[src/rtl/cdm_pkg.sv]
// Constants shared by the commutation delay manager design.
// Assumes Avalon-MM word addressing with 32-bit data.
package cdm_pkg;
   // Register word offsets
   localparam logic [3:0] CDM_OFF_PINCFG  = 4'h0;
   localparam logic [3:0] CDM_OFF_MODE    = 4'h1;
   localparam logic [3:0] CDM_OFF_RATIO   = 4'h2;
   localparam logic [3:0] CDM_OFF_TIMER   = 4'h3;
   localparam logic [3:0] CDM_OFF_DEMAG   = 4'h4;
   localparam logic [3:0] CDM_OFF_ZLATEST = 4'h5;
   localparam logic [3:0] CDM_OFF_ZPREV   = 4'h6;
   localparam logic [3:0] CDM_OFF_COMPARE = 4'h7;
   localparam logic [3:0] CDM_OFF_WEIGHT  = 4'h8;
   localparam logic [3:0] CDM_OFF_STATUS  = 4'h9;
   // Pin configuration register fields
   localparam int CDM_PC_RELEASE = 0;
   localparam int CDM_PC_TES_LO  = 1;
   localparam int CDM_PC_SENSOR  = 3;
   localparam int CDM_PC_IS_LO   = 4;
   localparam int CDM_PC_GROUND  = 6;
   localparam int CDM_PC_COMP_EN = 7;
   // Mode register fields
   localparam int CDM_MD_SWA  = 0;
   localparam int CDM_MD_SC   = 1;
   localparam int CDM_MD_CKE  = 2;
   localparam int CDM_MD_DCB  = 3;
   localparam int CDM_MD_ZSIM = 4;
   localparam int CDM_MD_DSIM = 5;
   localparam int CDM_MD_RPI  = 6;
   localparam int CDM_MD_RMI  = 7;
   // Status register fields
   localparam int CDM_ST_COMM  = 0;
   localparam int CDM_ST_ZERO  = 1;
   localparam int CDM_ST_DEMAG = 2;
   localparam int CDM_ST_OVF   = 3;
   // Reset values
   localparam logic [7:0] CDM_RST_PINCFG = 8'h00;
   localparam logic [7:0] CDM_RST_MODE   = 8'h00;
   localparam logic [3:0] CDM_RST_RATIO  = 4'h0;
   localparam logic [7:0] CDM_RST_BYTE   = 8'h00;
   localparam logic [7:0] CDM_RST_WEIGHT = 8'h80;
   // Input select code that releases all pins
   localparam logic [1:0] CDM_IS_ALL_STD = 2'h3;
   // Prescaler ratio limits
   localparam logic [3:0] CDM_RATIO_MAX = 4'hF;
   localparam logic [3:0] CDM_RATIO_MIN = 4'h0;
   // Timer full-scale value
   localparam logic [7:0] CDM_TIMER_MAX = 8'hFF;
   // Bus answer states
   typedef enum logic [0:0] {
      CDM_BUS_IDLE = 1'b0,
      CDM_BUS_ACK  = 1'b1
   } cdm_bus_t;
endpackage

[src/rtl/cdm_delay_manager.sv]
// Commutation delay manager: step timer, captures, compare and pin setup.
// Assumes an Avalon-MM master on clk and event pulses from logic on clk.
`timescale 1ns/10ps
module cdm_delay_manager
   import cdm_pkg::*;
(
   // Clock and reset
   input  wire logic        clk,
   input  wire logic        resetn,
   // Avalon-MM slave
   input  wire logic [3:0]  avs_address,
   input  wire logic        avs_read,
   input  wire logic        avs_write,
   input  wire logic [31:0] avs_writedata,
   output logic [31:0]      avs_readdata,
   output logic             avs_waitrequest,
   // Events from detection logic
   input  wire logic        zero_cross_hw,
   input  wire logic        demag_hw,
   // Rotor position pins
   input  wire logic        rotor_input_a,
   input  wire logic        rotor_input_b,
   input  wire logic        rotor_input_c,
   // Pin configuration
   output logic [2:0]       rotor_digital,
   output logic [2:0]       pin_analog_sel,
   output logic [2:0]       pin_digital_sel,
   output logic [2:0]       pin_std_io,
   output logic [2:0]       pin_ground_o,
   output logic [2:0]       pin_ground_oe,
   output logic             phase_comp_on,
   // Event outputs
   output logic             commutation_event,
   output logic             sim_zero_event,
   output logic             sim_demag_event,
   output logic             speed_mode
);
   typedef struct packed {
      cdm_bus_t    bus;
      logic [31:0] rdata;
      logic [7:0]  pincfg;
      logic [7:0]  mode;
      logic [3:0]  ratio;
      logic [15:0] presc;
      logic [7:0]  timer;
      logic [7:0]  demag;
      logic [7:0]  zlatest;
      logic [7:0]  zprev;
      logic [7:0]  compare;
      logic [7:0]  weight;
      logic [3:0]  status;
      logic        sw_armed;
      logic        hw_armed;
      logic [1:0]  mult_pend;
      logic        comm_pulse;
      logic        zsim_pulse;
      logic        dsim_pulse;
      logic [2:0]  analog;
      logic [2:0]  digital;
      logic [2:0]  stdio;
      logic [2:0]  ground;
      logic        comp_on;
   } cdm_state_t;

   cdm_state_t st_reg;
   cdm_state_t st_next;

   logic [2:0] pin_raw;
   logic [2:0] pin_level;
   logic [7:0] mult_out;
   logic [7:0] mult_src;

   // Pin synchronisers
   assign pin_raw = {rotor_input_c, rotor_input_b, rotor_input_a};

   genvar gi;
   generate
      for (gi = 0; gi < 3; gi++)
      begin : g_sync
         cdm_sync3 u_sync (
            .clk       (clk),
            .resetn    (resetn),
            .pin_in    (pin_raw[gi]),
            .level_out (pin_level[gi])
         );
      end
   endgenerate

   // Capture chosen by the capture select bit
   assign mult_src = st_reg.mode[CDM_MD_DCB] ? st_reg.zlatest : st_reg.zprev;

   cdm_mult8 u_mult (
      .clk        (clk),
      .resetn     (resetn),
      .factor_a   (st_reg.weight),
      .factor_b   (mult_src),
      .scaled_out (mult_out)
   );

   // Next-state logic
   always_comb
   begin
      logic       acc;
      logic       wr;
      logic       release_b;
      logic       sensor_b;
      logic [1:0] tacho_edge_select;
      logic [1:0] insel;
      logic       six_step;
      logic       cke;
      logic       tick;
      logic [15:0] mask;
      logic       c_evt;
      logic       zs_evt;
      logic       z_evt;
      logic [7:0] wbyte;
      logic [2:0] onehot;
      acc       = 1'b0;
      wr        = 1'b0;
      release_b = 1'b0;
      sensor_b  = 1'b0;
      tacho_edge_select       = 2'h0;
      insel     = 2'h0;
      six_step  = 1'b0;
      cke       = 1'b0;
      tick      = 1'b0;
      mask      = 16'h0000;
      c_evt     = 1'b0;
      zs_evt    = 1'b0;
      z_evt     = 1'b0;
      wbyte     = avs_writedata[7:0];
      onehot    = 3'h0;
      st_next   = st_reg;

      release_b = st_reg.pincfg[CDM_PC_RELEASE];
      sensor_b  = st_reg.pincfg[CDM_PC_SENSOR];
      tacho_edge_select       = st_reg.pincfg[CDM_PC_TES_LO +: 2];
      insel     = st_reg.pincfg[CDM_PC_IS_LO +: 2];
      six_step  = (tacho_edge_select == 2'h0);
      cke       = st_reg.mode[CDM_MD_CKE];

      // Bus answer: one wait cycle, then data and write strobe
      acc = (avs_read | avs_write) && (st_reg.bus == CDM_BUS_ACK);
      wr  = acc & avs_write;

      // Status clears first, so hardware sets below always win
      if (wr && avs_address == CDM_OFF_STATUS)
      begin
         st_next.status = st_reg.status & ~wbyte[3:0];
      end
      unique case (st_reg.bus)
         CDM_BUS_IDLE:
         begin
            if (avs_read | avs_write)
            begin
               st_next.bus = CDM_BUS_ACK;
            end
         end
         CDM_BUS_ACK:
         begin
            st_next.bus = CDM_BUS_IDLE;
         end
      endcase

      // Read data captured while waitrequest is high
      st_next.rdata = 32'h0000_0000;
      unique case (avs_address)
         CDM_OFF_PINCFG:  st_next.rdata[7:0] = st_reg.pincfg;
         CDM_OFF_MODE:    st_next.rdata[7:0] = st_reg.mode;
         CDM_OFF_RATIO:   st_next.rdata[3:0] = st_reg.ratio;
         CDM_OFF_TIMER:   st_next.rdata[7:0] = st_reg.timer;
         CDM_OFF_DEMAG:   st_next.rdata[7:0] = st_reg.demag;
         CDM_OFF_ZLATEST: st_next.rdata[7:0] = st_reg.zlatest;
         CDM_OFF_ZPREV:   st_next.rdata[7:0] = st_reg.zprev;
         CDM_OFF_COMPARE: st_next.rdata[7:0] = st_reg.compare;
         CDM_OFF_WEIGHT:  st_next.rdata[7:0] = st_reg.weight;
         CDM_OFF_STATUS:  st_next.rdata[3:0] = st_reg.status;
         default:         st_next.rdata = 32'h0000_0000;
      endcase

      // Prescaler tick, gated by the clock enable
      mask = 16'((17'h1 << st_reg.ratio) - 17'h1);
      if (cke)
      begin
         if (st_reg.presc >= mask)
         begin
            st_next.presc = 16'h0000;
            tick = 1'b1;
         end
         else
         begin
            st_next.presc = st_reg.presc + 16'h0001;
         end
      end

      // Zero-cross events, hardware and simulated
      zs_evt = cke & st_reg.mode[CDM_MD_ZSIM] & (st_reg.timer == st_reg.zlatest)
               & (st_reg.zlatest != 8'h00);
      z_evt  = zero_cross_hw | zs_evt;

      // Commutation match per mode
      if (cke && six_step)
      begin
         if (st_reg.mode[CDM_MD_SC])
         begin
            c_evt = st_reg.sw_armed & (st_reg.timer == st_reg.compare);
         end
         else if (st_reg.mode[CDM_MD_SWA])
         begin
            c_evt = st_reg.hw_armed & (st_reg.timer >= st_reg.compare);
         end
         else
         begin
            c_evt = (st_reg.timer == st_reg.compare);
         end
      end

      // Step timer: count, wrap, reset by events
      if (tick)
      begin
         st_next.timer = st_reg.timer + 8'h01;
         if (st_reg.timer == CDM_TIMER_MAX && six_step)
         begin
            st_next.status[CDM_ST_OVF] = 1'b1;
         end
      end
      if (c_evt && !st_reg.mode[CDM_MD_SWA])
      begin
         st_next.timer = 8'h00;
      end

      // Captures on zero crossing
      if (zero_cross_hw)
      begin
         st_next.zlatest = st_reg.timer;
         st_next.zprev   = st_reg.zlatest;
      end
      else if (zs_evt)
      begin
         st_next.zprev = st_reg.zlatest;
      end
      if (z_evt)
      begin
         st_next.timer     = 8'h00;
         st_next.mult_pend = 2'h1;
         st_next.status[CDM_ST_ZERO] = 1'b1;
      end
      else
      begin
         st_next.mult_pend = {st_reg.mult_pend[0], 1'b0};
      end

      // Demag capture and simulated demag compare
      st_next.dsim_pulse = cke & st_reg.mode[CDM_MD_DSIM]
                           & (st_reg.timer == st_reg.demag)
                           & (st_reg.demag != 8'h00);
      if (demag_hw)
      begin
         st_next.demag = st_reg.timer;
      end
      if (demag_hw | st_next.dsim_pulse)
      begin
         st_next.status[CDM_ST_DEMAG] = 1'b1;
      end

      // Automatic compare load after the product settles
      if (st_reg.mult_pend[1] && st_reg.mode[CDM_MD_SWA] && !st_reg.mode[CDM_MD_SC])
      begin
         st_next.hw_armed = 1'b1;
         if (mult_out <= st_next.timer)
         begin
            st_next.compare = st_next.timer;
         end
         else
         begin
            st_next.compare = mult_out;
         end
      end

      // Commutation consequences and ratio rescale
      st_next.comm_pulse = c_evt;
      st_next.zsim_pulse = zs_evt;
      if (c_evt)
      begin
         st_next.sw_armed = 1'b0;
         st_next.hw_armed = 1'b0;
         st_next.status[CDM_ST_COMM] = 1'b1;
         if (st_reg.mode[CDM_MD_RPI] && st_reg.ratio != CDM_RATIO_MAX)
         begin
            st_next.ratio   = st_reg.ratio + 4'h1;
            st_next.timer   = st_next.timer >> 1;
            st_next.zlatest = st_next.zlatest >> 1;
            st_next.zprev   = st_next.zprev >> 1;
            st_next.demag   = st_next.demag >> 1;
            st_next.compare = st_next.compare >> 1;
         end
         else if (st_reg.mode[CDM_MD_RMI] && st_reg.ratio != CDM_RATIO_MIN)
         begin
            st_next.ratio   = st_reg.ratio - 4'h1;
            st_next.timer   = st_next.timer << 1;
            st_next.zlatest = st_next.zlatest << 1;
            st_next.zprev   = st_next.zprev << 1;
            st_next.demag   = st_next.demag << 1;
            st_next.compare = st_next.compare << 1;
         end
         st_next.mode[CDM_MD_RPI] = 1'b0;
         st_next.mode[CDM_MD_RMI] = 1'b0;
      end

      // Register writes; hardware sets win over status clears
      if (wr)
      begin
         unique case (avs_address)
            CDM_OFF_PINCFG:  st_next.pincfg = wbyte;
            CDM_OFF_MODE:
            begin
               st_next.mode[5:0] = wbyte[5:0];
               if (!(wbyte[CDM_MD_RPI] && wbyte[CDM_MD_RMI]))
               begin
                  st_next.mode[CDM_MD_RPI] = st_reg.mode[CDM_MD_RPI] | wbyte[CDM_MD_RPI];
                  st_next.mode[CDM_MD_RMI] = st_reg.mode[CDM_MD_RMI] | wbyte[CDM_MD_RMI];
                  if (st_next.mode[CDM_MD_RPI] && st_next.mode[CDM_MD_RMI])
                  begin
                     st_next.mode[7:6] = st_reg.mode[7:6];
                  end
               end
            end
            CDM_OFF_RATIO:
            begin
               if (!cke)
               begin
                  st_next.ratio = wbyte[3:0];
               end
            end
            CDM_OFF_TIMER:
            begin
               if (!cke)
               begin
                  st_next.timer = wbyte;
               end
            end
            CDM_OFF_DEMAG:   st_next.demag = wbyte;
            CDM_OFF_ZLATEST: st_next.zlatest = wbyte;
            CDM_OFF_ZPREV:   st_next.zprev = wbyte;
            CDM_OFF_COMPARE:
            begin
               st_next.compare  = wbyte;
               st_next.sw_armed = 1'b1;
            end
            CDM_OFF_WEIGHT:  st_next.weight = wbyte;
            CDM_OFF_STATUS:  st_next.status = st_next.status; // Cleared above
            default:         st_next.weight = st_next.weight;
         endcase
      end

      // Rotor pin configuration from the pin setup register
      onehot = 3'h1 << insel;
      st_next.analog  = 3'h0;
      st_next.digital = 3'h0;
      st_next.stdio   = 3'h0;
      st_next.ground  = 3'h0;
      st_next.comp_on = st_reg.pincfg[CDM_PC_COMP_EN];
      if (!release_b)
      begin
         if (six_step && !sensor_b && insel != CDM_IS_ALL_STD)
         begin
            st_next.analog = onehot;
            st_next.ground = st_reg.pincfg[CDM_PC_GROUND] ? ~onehot : 3'h0;
         end
         else if (insel != CDM_IS_ALL_STD)
         begin
            st_next.digital = onehot;
            st_next.stdio   = six_step ? ~onehot : 3'h0;
         end
      end
      else if (six_step)
      begin
         if (insel != CDM_IS_ALL_STD)
         begin
            st_next.analog  = onehot;
            st_next.stdio   = ~onehot;
            st_next.comp_on = 1'b1;
         end
         else
         begin
            st_next.stdio = 3'h7;
         end
      end
      else if (insel != CDM_IS_ALL_STD)
      begin
         st_next.digital = onehot;
         st_next.stdio   = ~onehot;
      end
      else
      begin
         st_next.stdio   = 3'h7;
         st_next.comp_on = 1'b0;
      end
   end

   // State register
   always_ff @(posedge clk)
   begin
      if (!resetn)
      begin
         st_reg         <= '0;
         st_reg.bus     <= CDM_BUS_IDLE;
         st_reg.pincfg  <= CDM_RST_PINCFG;
         st_reg.mode    <= CDM_RST_MODE;
         st_reg.ratio   <= CDM_RST_RATIO;
         st_reg.weight  <= CDM_RST_WEIGHT;
      end
      else
      begin
         st_reg <= st_next;
      end
   end

   // Outputs
   assign avs_waitrequest   = (avs_read | avs_write) && (st_reg.bus == CDM_BUS_IDLE);
   assign avs_readdata      = st_reg.rdata;
   assign rotor_digital     = pin_level;
   assign pin_analog_sel    = st_reg.analog;
   assign pin_digital_sel   = st_reg.digital;
   assign pin_std_io        = st_reg.stdio;
   assign pin_ground_o      = 3'h0;
   assign pin_ground_oe     = st_reg.ground;
   assign phase_comp_on     = st_reg.comp_on;
   assign commutation_event = st_reg.comm_pulse;
   assign sim_zero_event    = st_reg.zsim_pulse;
   assign sim_demag_event   = st_reg.dsim_pulse;
   assign speed_mode        = (st_reg.pincfg[CDM_PC_TES_LO +: 2] != 2'h0);
endmodule

[src/rtl/cdm_sync3.sv]
// Three-stage synchroniser for one pin input.
// Assumes an asynchronous level; output changes when stages two and three agree.
`timescale 1ns/10ps
module cdm_sync3
   import cdm_pkg::*;
(
   // Clock and reset
   input  wire logic clk,
   input  wire logic resetn,
   // Pin and filtered level
   input  wire logic pin_in,
   output logic      level_out
);
   logic [2:0] stage_reg;
   logic       level_reg;

   // Shift chain; first stage feeds only the second
   always_ff @(posedge clk)
   begin
      if (!resetn)
      begin
         stage_reg <= 3'h0;
         level_reg <= 1'b0;
      end
      else
      begin
         stage_reg <= {stage_reg[1:0], pin_in};
         if (stage_reg[1] == stage_reg[2])
         begin
            level_reg <= stage_reg[2];
         end
      end
   end

   assign level_out = level_reg;
endmodule

[src/rtl/cdm_mult8.sv]
// Registered 8x8 multiplier returning the product divided by 256.
// Assumes operands from the same clock domain; one cycle latency.
`timescale 1ns/10ps
module cdm_mult8
   import cdm_pkg::*;
(
   // Clock and reset
   input  wire logic       clk,
   input  wire logic       resetn,
   // Operands and scaled product
   input  wire logic [7:0] factor_a,
   input  wire logic [7:0] factor_b,
   output logic [7:0]      scaled_out
);
   logic [15:0] product;
   logic [7:0]  scaled_reg;

   // Full product, upper byte kept
   assign product = factor_a * factor_b;

   always_ff @(posedge clk)
   begin
      if (!resetn)
      begin
         scaled_reg <= CDM_RST_BYTE;
      end
      else
      begin
         scaled_reg <= product[15:8];
      end
   end

   assign scaled_out = scaled_reg;
endmodule

[config.mk]
export PLATFORM = sky130hd
export DESIGN_NAME = cdm_delay_manager
export DESIGN_NICKNAME = d
export VERILOG_FILES = /design/src/rtl/cdm_pkg.sv /design/src/rtl/cdm_delay_manager.sv /design/src/rtl/cdm_sync3.sv /design/src/rtl/cdm_mult8.sv
export SDC_FILE = /design/constraint.sdc
export NUM_CORES = 1
export LEC_CHECK = 0
export BUFFER_PORTS_ARGS = -buffer_cell sky130_fd_sc_hd__buf_4
export CAP_MARGIN = 20
export CORE_UTILIZATION = 50
export DETAILED_ROUTE_END_ITERATION = 16
export GPL_TIMING_DRIVEN = 0
export PLACE_DENSITY = 0.69
export SYNTH_ARGS = -nofsm -noshare
export SYNTH_HDL_FRONTEND = slang
export SYNTH_HIERARCHICAL = 1
export SYNTH_SLANG_ARGS = --single-unit
[constraint.sdc]
create_clock -name clk -period 13.72 [get_ports clk]
set_clock_uncertainty 0.1 [all_clocks]
set_input_delay 2.744 -clock clk [delete_from_list [all_inputs] [get_ports clk]]
set_output_delay 2.744 -clock clk [all_outputs]
set_load 0.005 [all_outputs]
# After elaboration in Yosys (flattened, before gate mapping)
# Cells that the tools add are included.
dict set report word_totals {
  ff_bits 161
  out_inout_bits 56
  wordCells 177
}
dict set report op_classes {
  n_addsub 5
  multipliers 1
  n_lt_le_gt_ge 3
  eq_ne 19
  shift 2
  n_mux 63
  bitwise_logic 21
  n_reduce_logical 29
}
# cell count
set op_table {}
lappend op_table {{$mux 8} 18}
lappend op_table {{$mux 40} 3}
lappend op_table {{$mux 53} 1}
lappend op_table {{$pmux 4 s10} 1}
lappend op_table {{$pmux 4 s8} 1}
lappend op_table {{$eq 8x8->1} 3}
lappend op_table {{$mux 4} 6}
lappend op_table {{$mux 3} 7}
lappend op_table {{$mux 1} 17}
lappend op_table {{$add 16x1->16 const B} 1}
lappend op_table {{$eq 4x3->1 const B} 4}
lappend op_table {{$ge 16x16->1} 1}
lappend op_table {{$mul 8x8->16} 1}
lappend op_table {{$mux 16} 1}
lappend op_table {{$reduce_bool 8->1} 2}
lappend op_table {{$shl 1x4->16 const A} 1}
lappend op_table {{$sub 16x1->16 const B} 1}
lappend op_table {{$logic_and 1x1->1} 14}
lappend op_table {{$mux 12} 1}
lappend op_table {{$mux 6} 2}
lappend op_table {{$and 1x1->1} 9}
lappend op_table {{$mux 9} 1}
lappend op_table {{$add 8x1->8 const B} 1}
lappend op_table {{$eq 4x2->1 const B} 2}
lappend op_table {{26 further kinds} 44}

# Logic depth before layout (Yosys ltp)
# Gate-level depths: netlist (run 1).
dict set report depth {
  depth_word 17
  mapped_depth 29
}

# By module
# Netlist (run 1), hierarchy kept.
# mod n_inst cells_each area_each_um2
set modules_own_cells {}
lappend modules_own_cells {cdm_delay_manager 1 1083 8336.7}
lappend modules_own_cells {cdm_mult8 1 238 2215.9}
lappend modules_own_cells {cdm_sync3 3 10 116.4}

# Worst setup path before layout (run 1)
# Ideal clock, no wire load.
dict set report synth_path {
  path_kind {reg-to-reg}
  from {register st_reg[88] (netlist name)}
  to {register st_reg[38] (netlist name)}
  arrival_ps 5940
  required_time_ps 13536
  path_slack_ps 7596
  stages_incl_launch_ff 30
  path_buffers 2
  synth_period_minus_slack_ps 6124
  path_cell_list {dfxtp_1 > inv_1 > ha_1 > clkbuf_1 > nor2_1 > inv_1 > a21oi_1 > nand2_1 > a21oi_1 > and2_1 > mux2i_1 > a22oi_1 > ha_1 > nand4_2 > nor3_1 > or4_1 > o311ai_0 > xor2_1 > nor3_1 > inv_1 > ha_1 > nand3_1 > o21bai_1 > a31oi_1 > and2_1 > clkbuf_1 > a21oi_1 > o21a_1 > a221o_1 > o31ai_2}
}
dict set report synth_via {
  elab_chain_len 16
}
# item line_no
set synth_lines {}
lappend synth_lines {{start: declaration} cdm_delay_manager.sv:65} ;# cdm_state_t st_reg;
lappend synth_lines {{start signal: assignment} cdm_delay_manager.sv:415} ;# st_reg <= st_next;
lappend synth_lines {{$shl 1x4->16} cdm_delay_manager.sv:182} ;# mask = 16'((17'h1 << st_reg.ratio) - 17'h1);
lappend synth_lines {{$sub 16x1->16} cdm_delay_manager.sv:182}
lappend synth_lines {{$ge 16x16->1} cdm_delay_manager.sv:185} ;# if (st_reg.presc >= mask)
lappend synth_lines {{$mux 1} cdm_delay_manager.sv:185}
lappend synth_lines {{$mux 1} cdm_delay_manager.sv:183} ;# if (cke)
lappend synth_lines {{$mux 8} cdm_delay_manager.sv:219} ;# if (tick)
lappend synth_lines {{$mux 8} cdm_delay_manager.sv:227} ;# if (c_evt && !st_reg.mode[CDM_MD_SWA])
lappend synth_lines {{$mux 8} cdm_delay_manager.sv:242} ;# if (z_evt)
lappend synth_lines {{$le 8x8->1} cdm_delay_manager.sv:270} ;# if (mult_out <= st_next.timer)
lappend synth_lines {{$mux 8} cdm_delay_manager.sv:270}
lappend synth_lines {{$mux 8} cdm_delay_manager.sv:267} ;# if (st_reg.mult_pend[1] && st_reg.mode[CDM_MD_SWA] && !st_reg.mode[CDM_MD_SC])
lappend synth_lines {{$mux 40} cdm_delay_manager.sv:297} ;# else if (st_reg.mode[CDM_MD_RMI] && st_reg.ratio != CDM_RATIO_MIN)
lappend synth_lines {{$mux 40} cdm_delay_manager.sv:288} ;# if (st_reg.mode[CDM_MD_RPI] && st_reg.ratio != CDM_RATIO_MAX)
lappend synth_lines {{$mux 40 (*)} cdm_delay_manager.sv:283} ;# if (c_evt)
lappend synth_lines {{$mux 8} cdm_delay_manager.sv:313} ;# unique case (avs_address)
lappend synth_lines {{$mux 53 (*)} cdm_delay_manager.sv:311} ;# if (wr)
# Mark *: on every way between the ends. The rest lies on a longest branch, timed or not.
# A chain may end at the register's enable or synchronous reset.

# Worst setup path in the final report (run 1)
# Same ends and word-level chain as after synthesis.

==> metrics.txt, run 1 <==
top cells by instance count after synthesis sky130_fd_sc_hd__nand2_1, sky130_fd_sc_hd__nor2_1, sky130_fd_sc_hd__dfxtp_1, sky130_fd_sc_hd__a21oi_1, sky130_fd_sc_hd__ha_1; PwrDens 79.0 mW/mm2; placed instance count 1692; CTS root buffer sky130_fd_sc_hd__clkbuf_16; initial DRC count 1217; slowest stage delay, CP 0.85 ns; slack of the critical path 6.16 ns; largest fanout of any net on the critical path 10; prevailing post-synth register cell sky130_fd_sc_hd__dfxtp_1; Worst Min Path Start st_reg[16]; GP Congestion 0.991; non-filler instance count after layout 1724; post-synthesis sequential area ratio 25.2%; synthesized area per cell 8.07 um2; wire length of the first global-routing pass 55700 um; Post-Route Setup TNS 0 ns; I/O pin count 101; number of flops mapped to enable cells by yosys 0; worst hold path stage count 2; row count 53; Antenna Violating Nets Remaining 0; vias in the first global route 9988; full die area 0.0224 mm2; type of the setup path with the least slack reg2reg; library cells used by synthesis 91; Total GRT Usage 32.6%; cell accounting for the most synthesized area sky130_fd_sc_hd__dfxtp_1; CTS tree built; fraction of post-synthesis cell area in the top cell type by area 25.2%; Total Power Consumption 0.000968 W; status completed; HPWL after detailed placement 26400 um; antenna violations before repair 0; final max-slew violation count 0; nets 1591; post-route clock period utilization 55.1%; routed wirelength normalized by instance count 20.7 um; max_cap viols 0; post-synthesis async set-or-reset flop share 0%; Post-CTS Setup Inserts 0; FF-to-FF Start st_reg[88]; die outline height 150 um; worst hold path endpoint st_reg[17]; vias per inst 6.08; most frequently used cell type in the post-synthesis netlist sky130_fd_sc_hd__nand2_1; setup slack of the most critical reg-to-reg path 6.16 ns; critical path data arrival time 7.81 ns; count of buffers inserted at the top-level ports 40; largest net degree at the start of global routing 18; number of clock sinks seen by CTS 137; area growth from synthesis to final layout 12.3%; fraction of layout instances using a drive strength above 1 12.9%; FF-to-FF End st_reg[38]; quantity of hold-fixing buffers added after cts 0; worst-margin pin slew 1.00 ns; Final Hold Fails 0; crit path time final 7.56 ns; RSZ-0062 raised after global routing no; Crit-path slowest cell sky130_fd_sc_hd__nor3_1; clock transition time at the flip-flop clock pins of the worst setup and hold paths 0.07 ns; FF+latch count, synth 137; Die Wd 150 um; Antenna Diode Count 0; endpoint type of the worst setup path flip-flop; Initial Utilization 51.4%; Max clock buf depth 2; Area contributors post-synth sky130_fd_sc_hd__dfxtp_1, sky130_fd_sc_hd__ha_1, sky130_fd_sc_hd__fa_1; count of vias placed by the detailed router 10500; detailed-routing iteration count for the pre-antenna-repair pass 8; Hold WC Path Type reg2reg; remaining global-route overflow 0; kind of start point of the critical path flip-flop; worst-case reg-to-reg path depth 28; Fmax 132 MHz; Max transition margin 32.5%; area of the core region 0.0212 mm2; required time of the critical path 13.97 ns; Post-Synthesis Cell Area 0.0109 mm2; Detailed Route WL 35700 um; number of buffers created by CTS 17; Place WS 6.42 ns; Lkg Pwr 5.40 nW; Worst-Skew Late Latency 0.44 ns; Yosys warnings 6; final setup violation count 0; level count of the clock H-tree 4; Max rail drop VDD 64.6 uV; detailed-route DRC error count 0; count of mapped cells out of synthesis 1351; Post-CTS Resized 0; number of flip-flops in the largest register 93
==> through the flow <==
stage	util [%]	hold slack, ns	area, um2
floorplan	-	0.304	11000
global placement	54.9	0.308	11600
detailed placement	54.9	0.312	11600
CTS	57.7	0.321	12200
global route	57.7	0.330	12200
finish	57.7	0.327	12200
==> placed cells by master, fill, tap and decap left out, types with 6 or more instances in the layout <==
| master | instances |
|---|---|
| sky130_fd_sc_hd__a211oi_1 | 10 |
| sky130_fd_sc_hd__a21oi_1 | 93 |
| sky130_fd_sc_hd__a221oi_1 | 14 |
| sky130_fd_sc_hd__a22oi_1 | 13 |
| sky130_fd_sc_hd__a31oi_1 | 10 |
| sky130_fd_sc_hd__and2_1 | 65 |
| sky130_fd_sc_hd__and3_1 | 15 |
| sky130_fd_sc_hd__buf_1 | 7 |
| sky130_fd_sc_hd__buf_4 | 88 |
| sky130_fd_sc_hd__clkbuf_1 | 63 |
| sky130_fd_sc_hd__clkbuf_16 | 17 |
| sky130_fd_sc_hd__conb_1 | 27 |
| sky130_fd_sc_hd__dfxtp_1 | 137 |
| sky130_fd_sc_hd__fa_1 | 35 |
| sky130_fd_sc_hd__ha_1 | 75 |
| sky130_fd_sc_hd__inv_1 | 66 |
| sky130_fd_sc_hd__mux2_2 | 23 |
| sky130_fd_sc_hd__mux2i_1 | 33 |
| sky130_fd_sc_hd__mux4_2 | 6 |
| sky130_fd_sc_hd__nand2_1 | 144 |
| sky130_fd_sc_hd__nand2b_1 | 9 |
| sky130_fd_sc_hd__nand3_1 | 35 |
| sky130_fd_sc_hd__nand4_1 | 14 |
| sky130_fd_sc_hd__nor2_1 | 139 |
| sky130_fd_sc_hd__nor2b_1 | 12 |
| sky130_fd_sc_hd__nor3_1 | 28 |
| sky130_fd_sc_hd__nor4_1 | 7 |
| sky130_fd_sc_hd__o211ai_1 | 6 |
| sky130_fd_sc_hd__o21ai_0 | 40 |
| sky130_fd_sc_hd__o21ai_1 | 10 |
| sky130_fd_sc_hd__o21bai_1 | 6 |
| sky130_fd_sc_hd__o221ai_1 | 12 |
| sky130_fd_sc_hd__o22ai_1 | 22 |
| sky130_fd_sc_hd__o31ai_1 | 6 |
| sky130_fd_sc_hd__or2_2 | 7 |
| sky130_fd_sc_hd__or3_1 | 6 |
| sky130_fd_sc_hd__xnor2_1 | 17 |
| sky130_fd_sc_hd__xor2_1 | 26 |
==> final cells by class <==
type                    instances  area [um2]
plain buffers                 119         628
clock buffers                  17         425
clock inverters                15         179
fillers                      2002        8970
inverters                      68         255
multi-input cells            1053        7370
flip-flops and latches        137        2740
well taps                     275         344
repair buffers                 40         300
==> power breakdown <==
group	switching [W]	total (W)	internal (W)
Combinational	0.0000526	0.0000808	0.0000282
Sequential	0.00000313	0.000405	0.000402
Clock	0.000207	0.000482	0.000275
==> logic make-up after synthesis <==
family / count (synthesis) / synth area share [%]
buffers and inverters: 187 / 8.10
DFF: 137 / 25.2
and+or+nand+nor: 506 / 22.6
muxes: 62 / 6.65
other: 1 / 0.0344
AOI/OAI and AO/OA: 304 / 18.8
adders and majority gates: 110 / 15.0
xor gates and xnor gates: 44 / 3.60
==> worst max-delay path by stage <==
stage | to | slack [ns] | cells after the start | from
after global routing | st_reg[38] | 5.69 | 29 | st_reg[88]
after floorplan | st_reg[38] | 7.60 | 29 | st_reg[88]
after detailed placement | st_reg[38] | 6.42 | 28 | st_reg[88]
final | st_reg[38] | 6.16 | 28 | st_reg[88]
after global placement | st_reg[38] | 6.45 | 29 | st_reg[88]
after CTS | st_reg[38] | 6.36 | 29 | st_reg[88]
==> layer usage <==
metal / track usage (%) / up-vias / wire [um]
li1: - / 4867 / -
met5: 0 / - / 0
met1: 41.9 / 4919 / 14600
met2: 50.8 / 551 / 15800
met3: 7.29 / 151 / 3320
met4: 17.7 / 0 / 1920
==> critical path: cells and delay by family (launching register included) <==
kind	cells	cell delay (ns)
compound gates	11	2.49
fa+ha+maj	3	0.84
buf+inv	4	0.57
flops	1	0.52
mux	1	0.20
simple gates	9	2.75
Note: power is estimated with default switching activity, not from simulation.
==> run 2, diff against run 1 <==
==> constraint.sdc (replaced) <==
create_clock -name clk -period 7.7 [get_ports clk]
set_clock_uncertainty 0.1 [all_clocks]
set_input_delay 1.54 -clock clk [delete_from_list [all_inputs] [get_ports clk]]
set_output_delay 1.54 -clock clk [all_outputs]
set_load 0.005 [all_outputs]
==> run 2 against run 1 <==
  * Global-route usage did not move
  * Worst setup slack got worse by 5.6 ns
  * Via count rose by 0.51%
  * Critical path type unchanged
  * Power rose by 78%
  * Critical path depth rose by 1
  * Worst hold slack got worse by 0.0011 ns
  * Non-clock buffer count did not move
  * Combinational power rose by 79%
  * Register-to-register slack got worse by 5.6 ns
  * Wire length barely moved
==> metrics.txt, run 2 (same netlist as run 1, synthesis figures left out) <==
initial DRC count 1176; most frequent cells in the layout sky130_fd_sc_hd__nand2_1, sky130_fd_sc_hd__nor2_1, sky130_fd_sc_hd__dfxtp_1; vias in the first global route 9988; die outline height 150 um; CTS root buffer sky130_fd_sc_hd__clkbuf_16; level count of the clock H-tree 4; remaining global-route overflow 0; area growth from synthesis to final layout 12.5%; Lkg Pwr 5.41 nW; area of the core region 0.0212 mm2; clock transition time at the flip-flop clock pins of the worst setup and hold paths 0.07 ns; slowest stage delay, CP 0.64 ns; routed wirelength normalized by instance count 20.7 um; Max clock buf depth 2; Worst-Skew Late Latency 0.44 ns; type of the setup path with the least slack reg2reg; switching power total 0.000469 W; status completed; number of clock sinks seen by CTS 137; Die Wd 150 um; RSZ-0062 raised after global routing no; full die area 0.0224 mm2; Final Hold Fails 0; GP Congestion 0.991; DP Area 0.0116 mm2; Initial Utilization 51.4%; wire length of the first global-routing pass 55700 um; Fmax 139 MHz; Detailed Route WL 35700 um; PwrDens 141 mW/mm2; max_cap viols 0; kind of start point of the critical path flip-flop; largest fanout of any net on the critical path 10; Place WS 0.404 ns; vias per inst 6.11; critical path data arrival time 7.44 ns; Post-CTS Setup Inserts 0; required time of the critical path 7.96 ns; slack of the critical path 0.522 ns; Crit-path slowest cell sky130_fd_sc_hd__or4_1; largest net degree at the start of global routing 18; Max transition margin 33.0%; HPWL after detailed placement 26400 um; Reg power frac 41.8%; fraction of layout instances using a drive strength above 1 13.2%; detailed-routing iteration count for the pre-antenna-repair pass 7; worst hold slack after final layout 0.326 ns; I/O pin count 101; Internal Power 0.00126 W; nets 1591; endpoint type of the worst setup path flip-flop; Antenna Violating Nets Remaining 0; post-layout instance area 0.0123 mm2; final setup violation count 0; portion of total power attributed to combinational logic 8.4%; worst-margin pin slew 0.997 ns; Filler cells 1997; number of flip-flops in the largest register 93; switching portion of total power 27.2%; commonest non-fill, non-tap cell in the layout sky130_fd_sc_hd__nand2_1; Antenna Diode Count 0; post-route clock period utilization 93.2%; count of vias placed by the detailed router 10500; portion of total power attributed to the clock network 49.8%; Max rail drop VDD 116 uV; number of buffers created by CTS 17; Post-Route Setup TNS 0 ns; Total Power Consumption 0.00173 W; crit path time final 7.18 ns; antenna violations before repair 0; detailed-route DRC error count 0; CTS tree built; count of buffers inserted at the top-level ports 40; Total GRT Usage 32.6%; row count 53; final max-slew violation count 0; Hold WC Path Type reg2reg
[run 2: cell counts in the layout (fill, tap and decap cells not counted)]
Identical to the previous run, type by type.
[run 2: worst paths after layout]
kind | endpoint | from | slack, ns | cells after the start
hold reg to reg | st_reg[17] | st_reg[16] | 0.33 | 2
setup / recovery | st_reg[38] | st_reg[88] | 0.52 | 29
hold / removal | st_reg[17] | st_reg[16] | 0.33 | 2
setup reg to reg | st_reg[38] | st_reg[88] | 0.52 | 29
[run 2: power by group through the flow]
stage	clock, W	combinational (W)	sequential [W]
after detailed placement	0	0.000139	0.000737
after global routing	0.000893	0.000155	0.000721
final	0.000860	0.000145	0.000721
after global placement	0	0.000138	0.000737
after floorplan	0	0.0000944	0.000735
after CTS	0.000862	0.000140	0.000721
[run 2: layout make-up]
cell class	instances	area [um2]	area share, %
Multi-Input combinational cell	1053	7390	60.3
Sequential cell	137	2740	22.4
Buffer	119	628	5.12
Clock buffer	17	425	3.47
Tap cell	275	344	2.81
Timing Repair Buffer	40	300	2.45
Inverter	68	255	2.08
Clock inverter	15	179	1.46
[run 2: through the flow]
step / util [%] / std cells
global route: 57.8 / 1724
CTS: 57.7 / 1724
finish: 57.8 / 1724
global placement: 54.9 / 1692
floorplan: - / 1377
detailed placement: 54.9 / 1692
[run 2: per-layer routing]
metal | GRT usage, % | part of all wire, %
met1 | 41.9 | 41
met2 | 50.8 | 44
met3 | 7.29 | 9.5
met4 | 17.7 | 5.8
met5 | 0 | 0
[run 2: repair_timing]
action,CTS,global route
endpoints found under the hold margin,0,0
endpoints found under the setup margin,0,8
resized for setup,0,5
hold buffers,0,0
[run 2: critical path, delay by kind of cell, from the launching register on]
family | cells | cell delay, ns
xor gates and xnor gates | 1 | 0.26
buffers and inverters | 5 | 0.81
muxes | 1 | 0.20
adders and majority gates | 3 | 0.83
DFF | 1 | 0.51
AOI/OAI and AO/OA | 10 | 2.40
and+or+nand+nor | 9 | 1.95
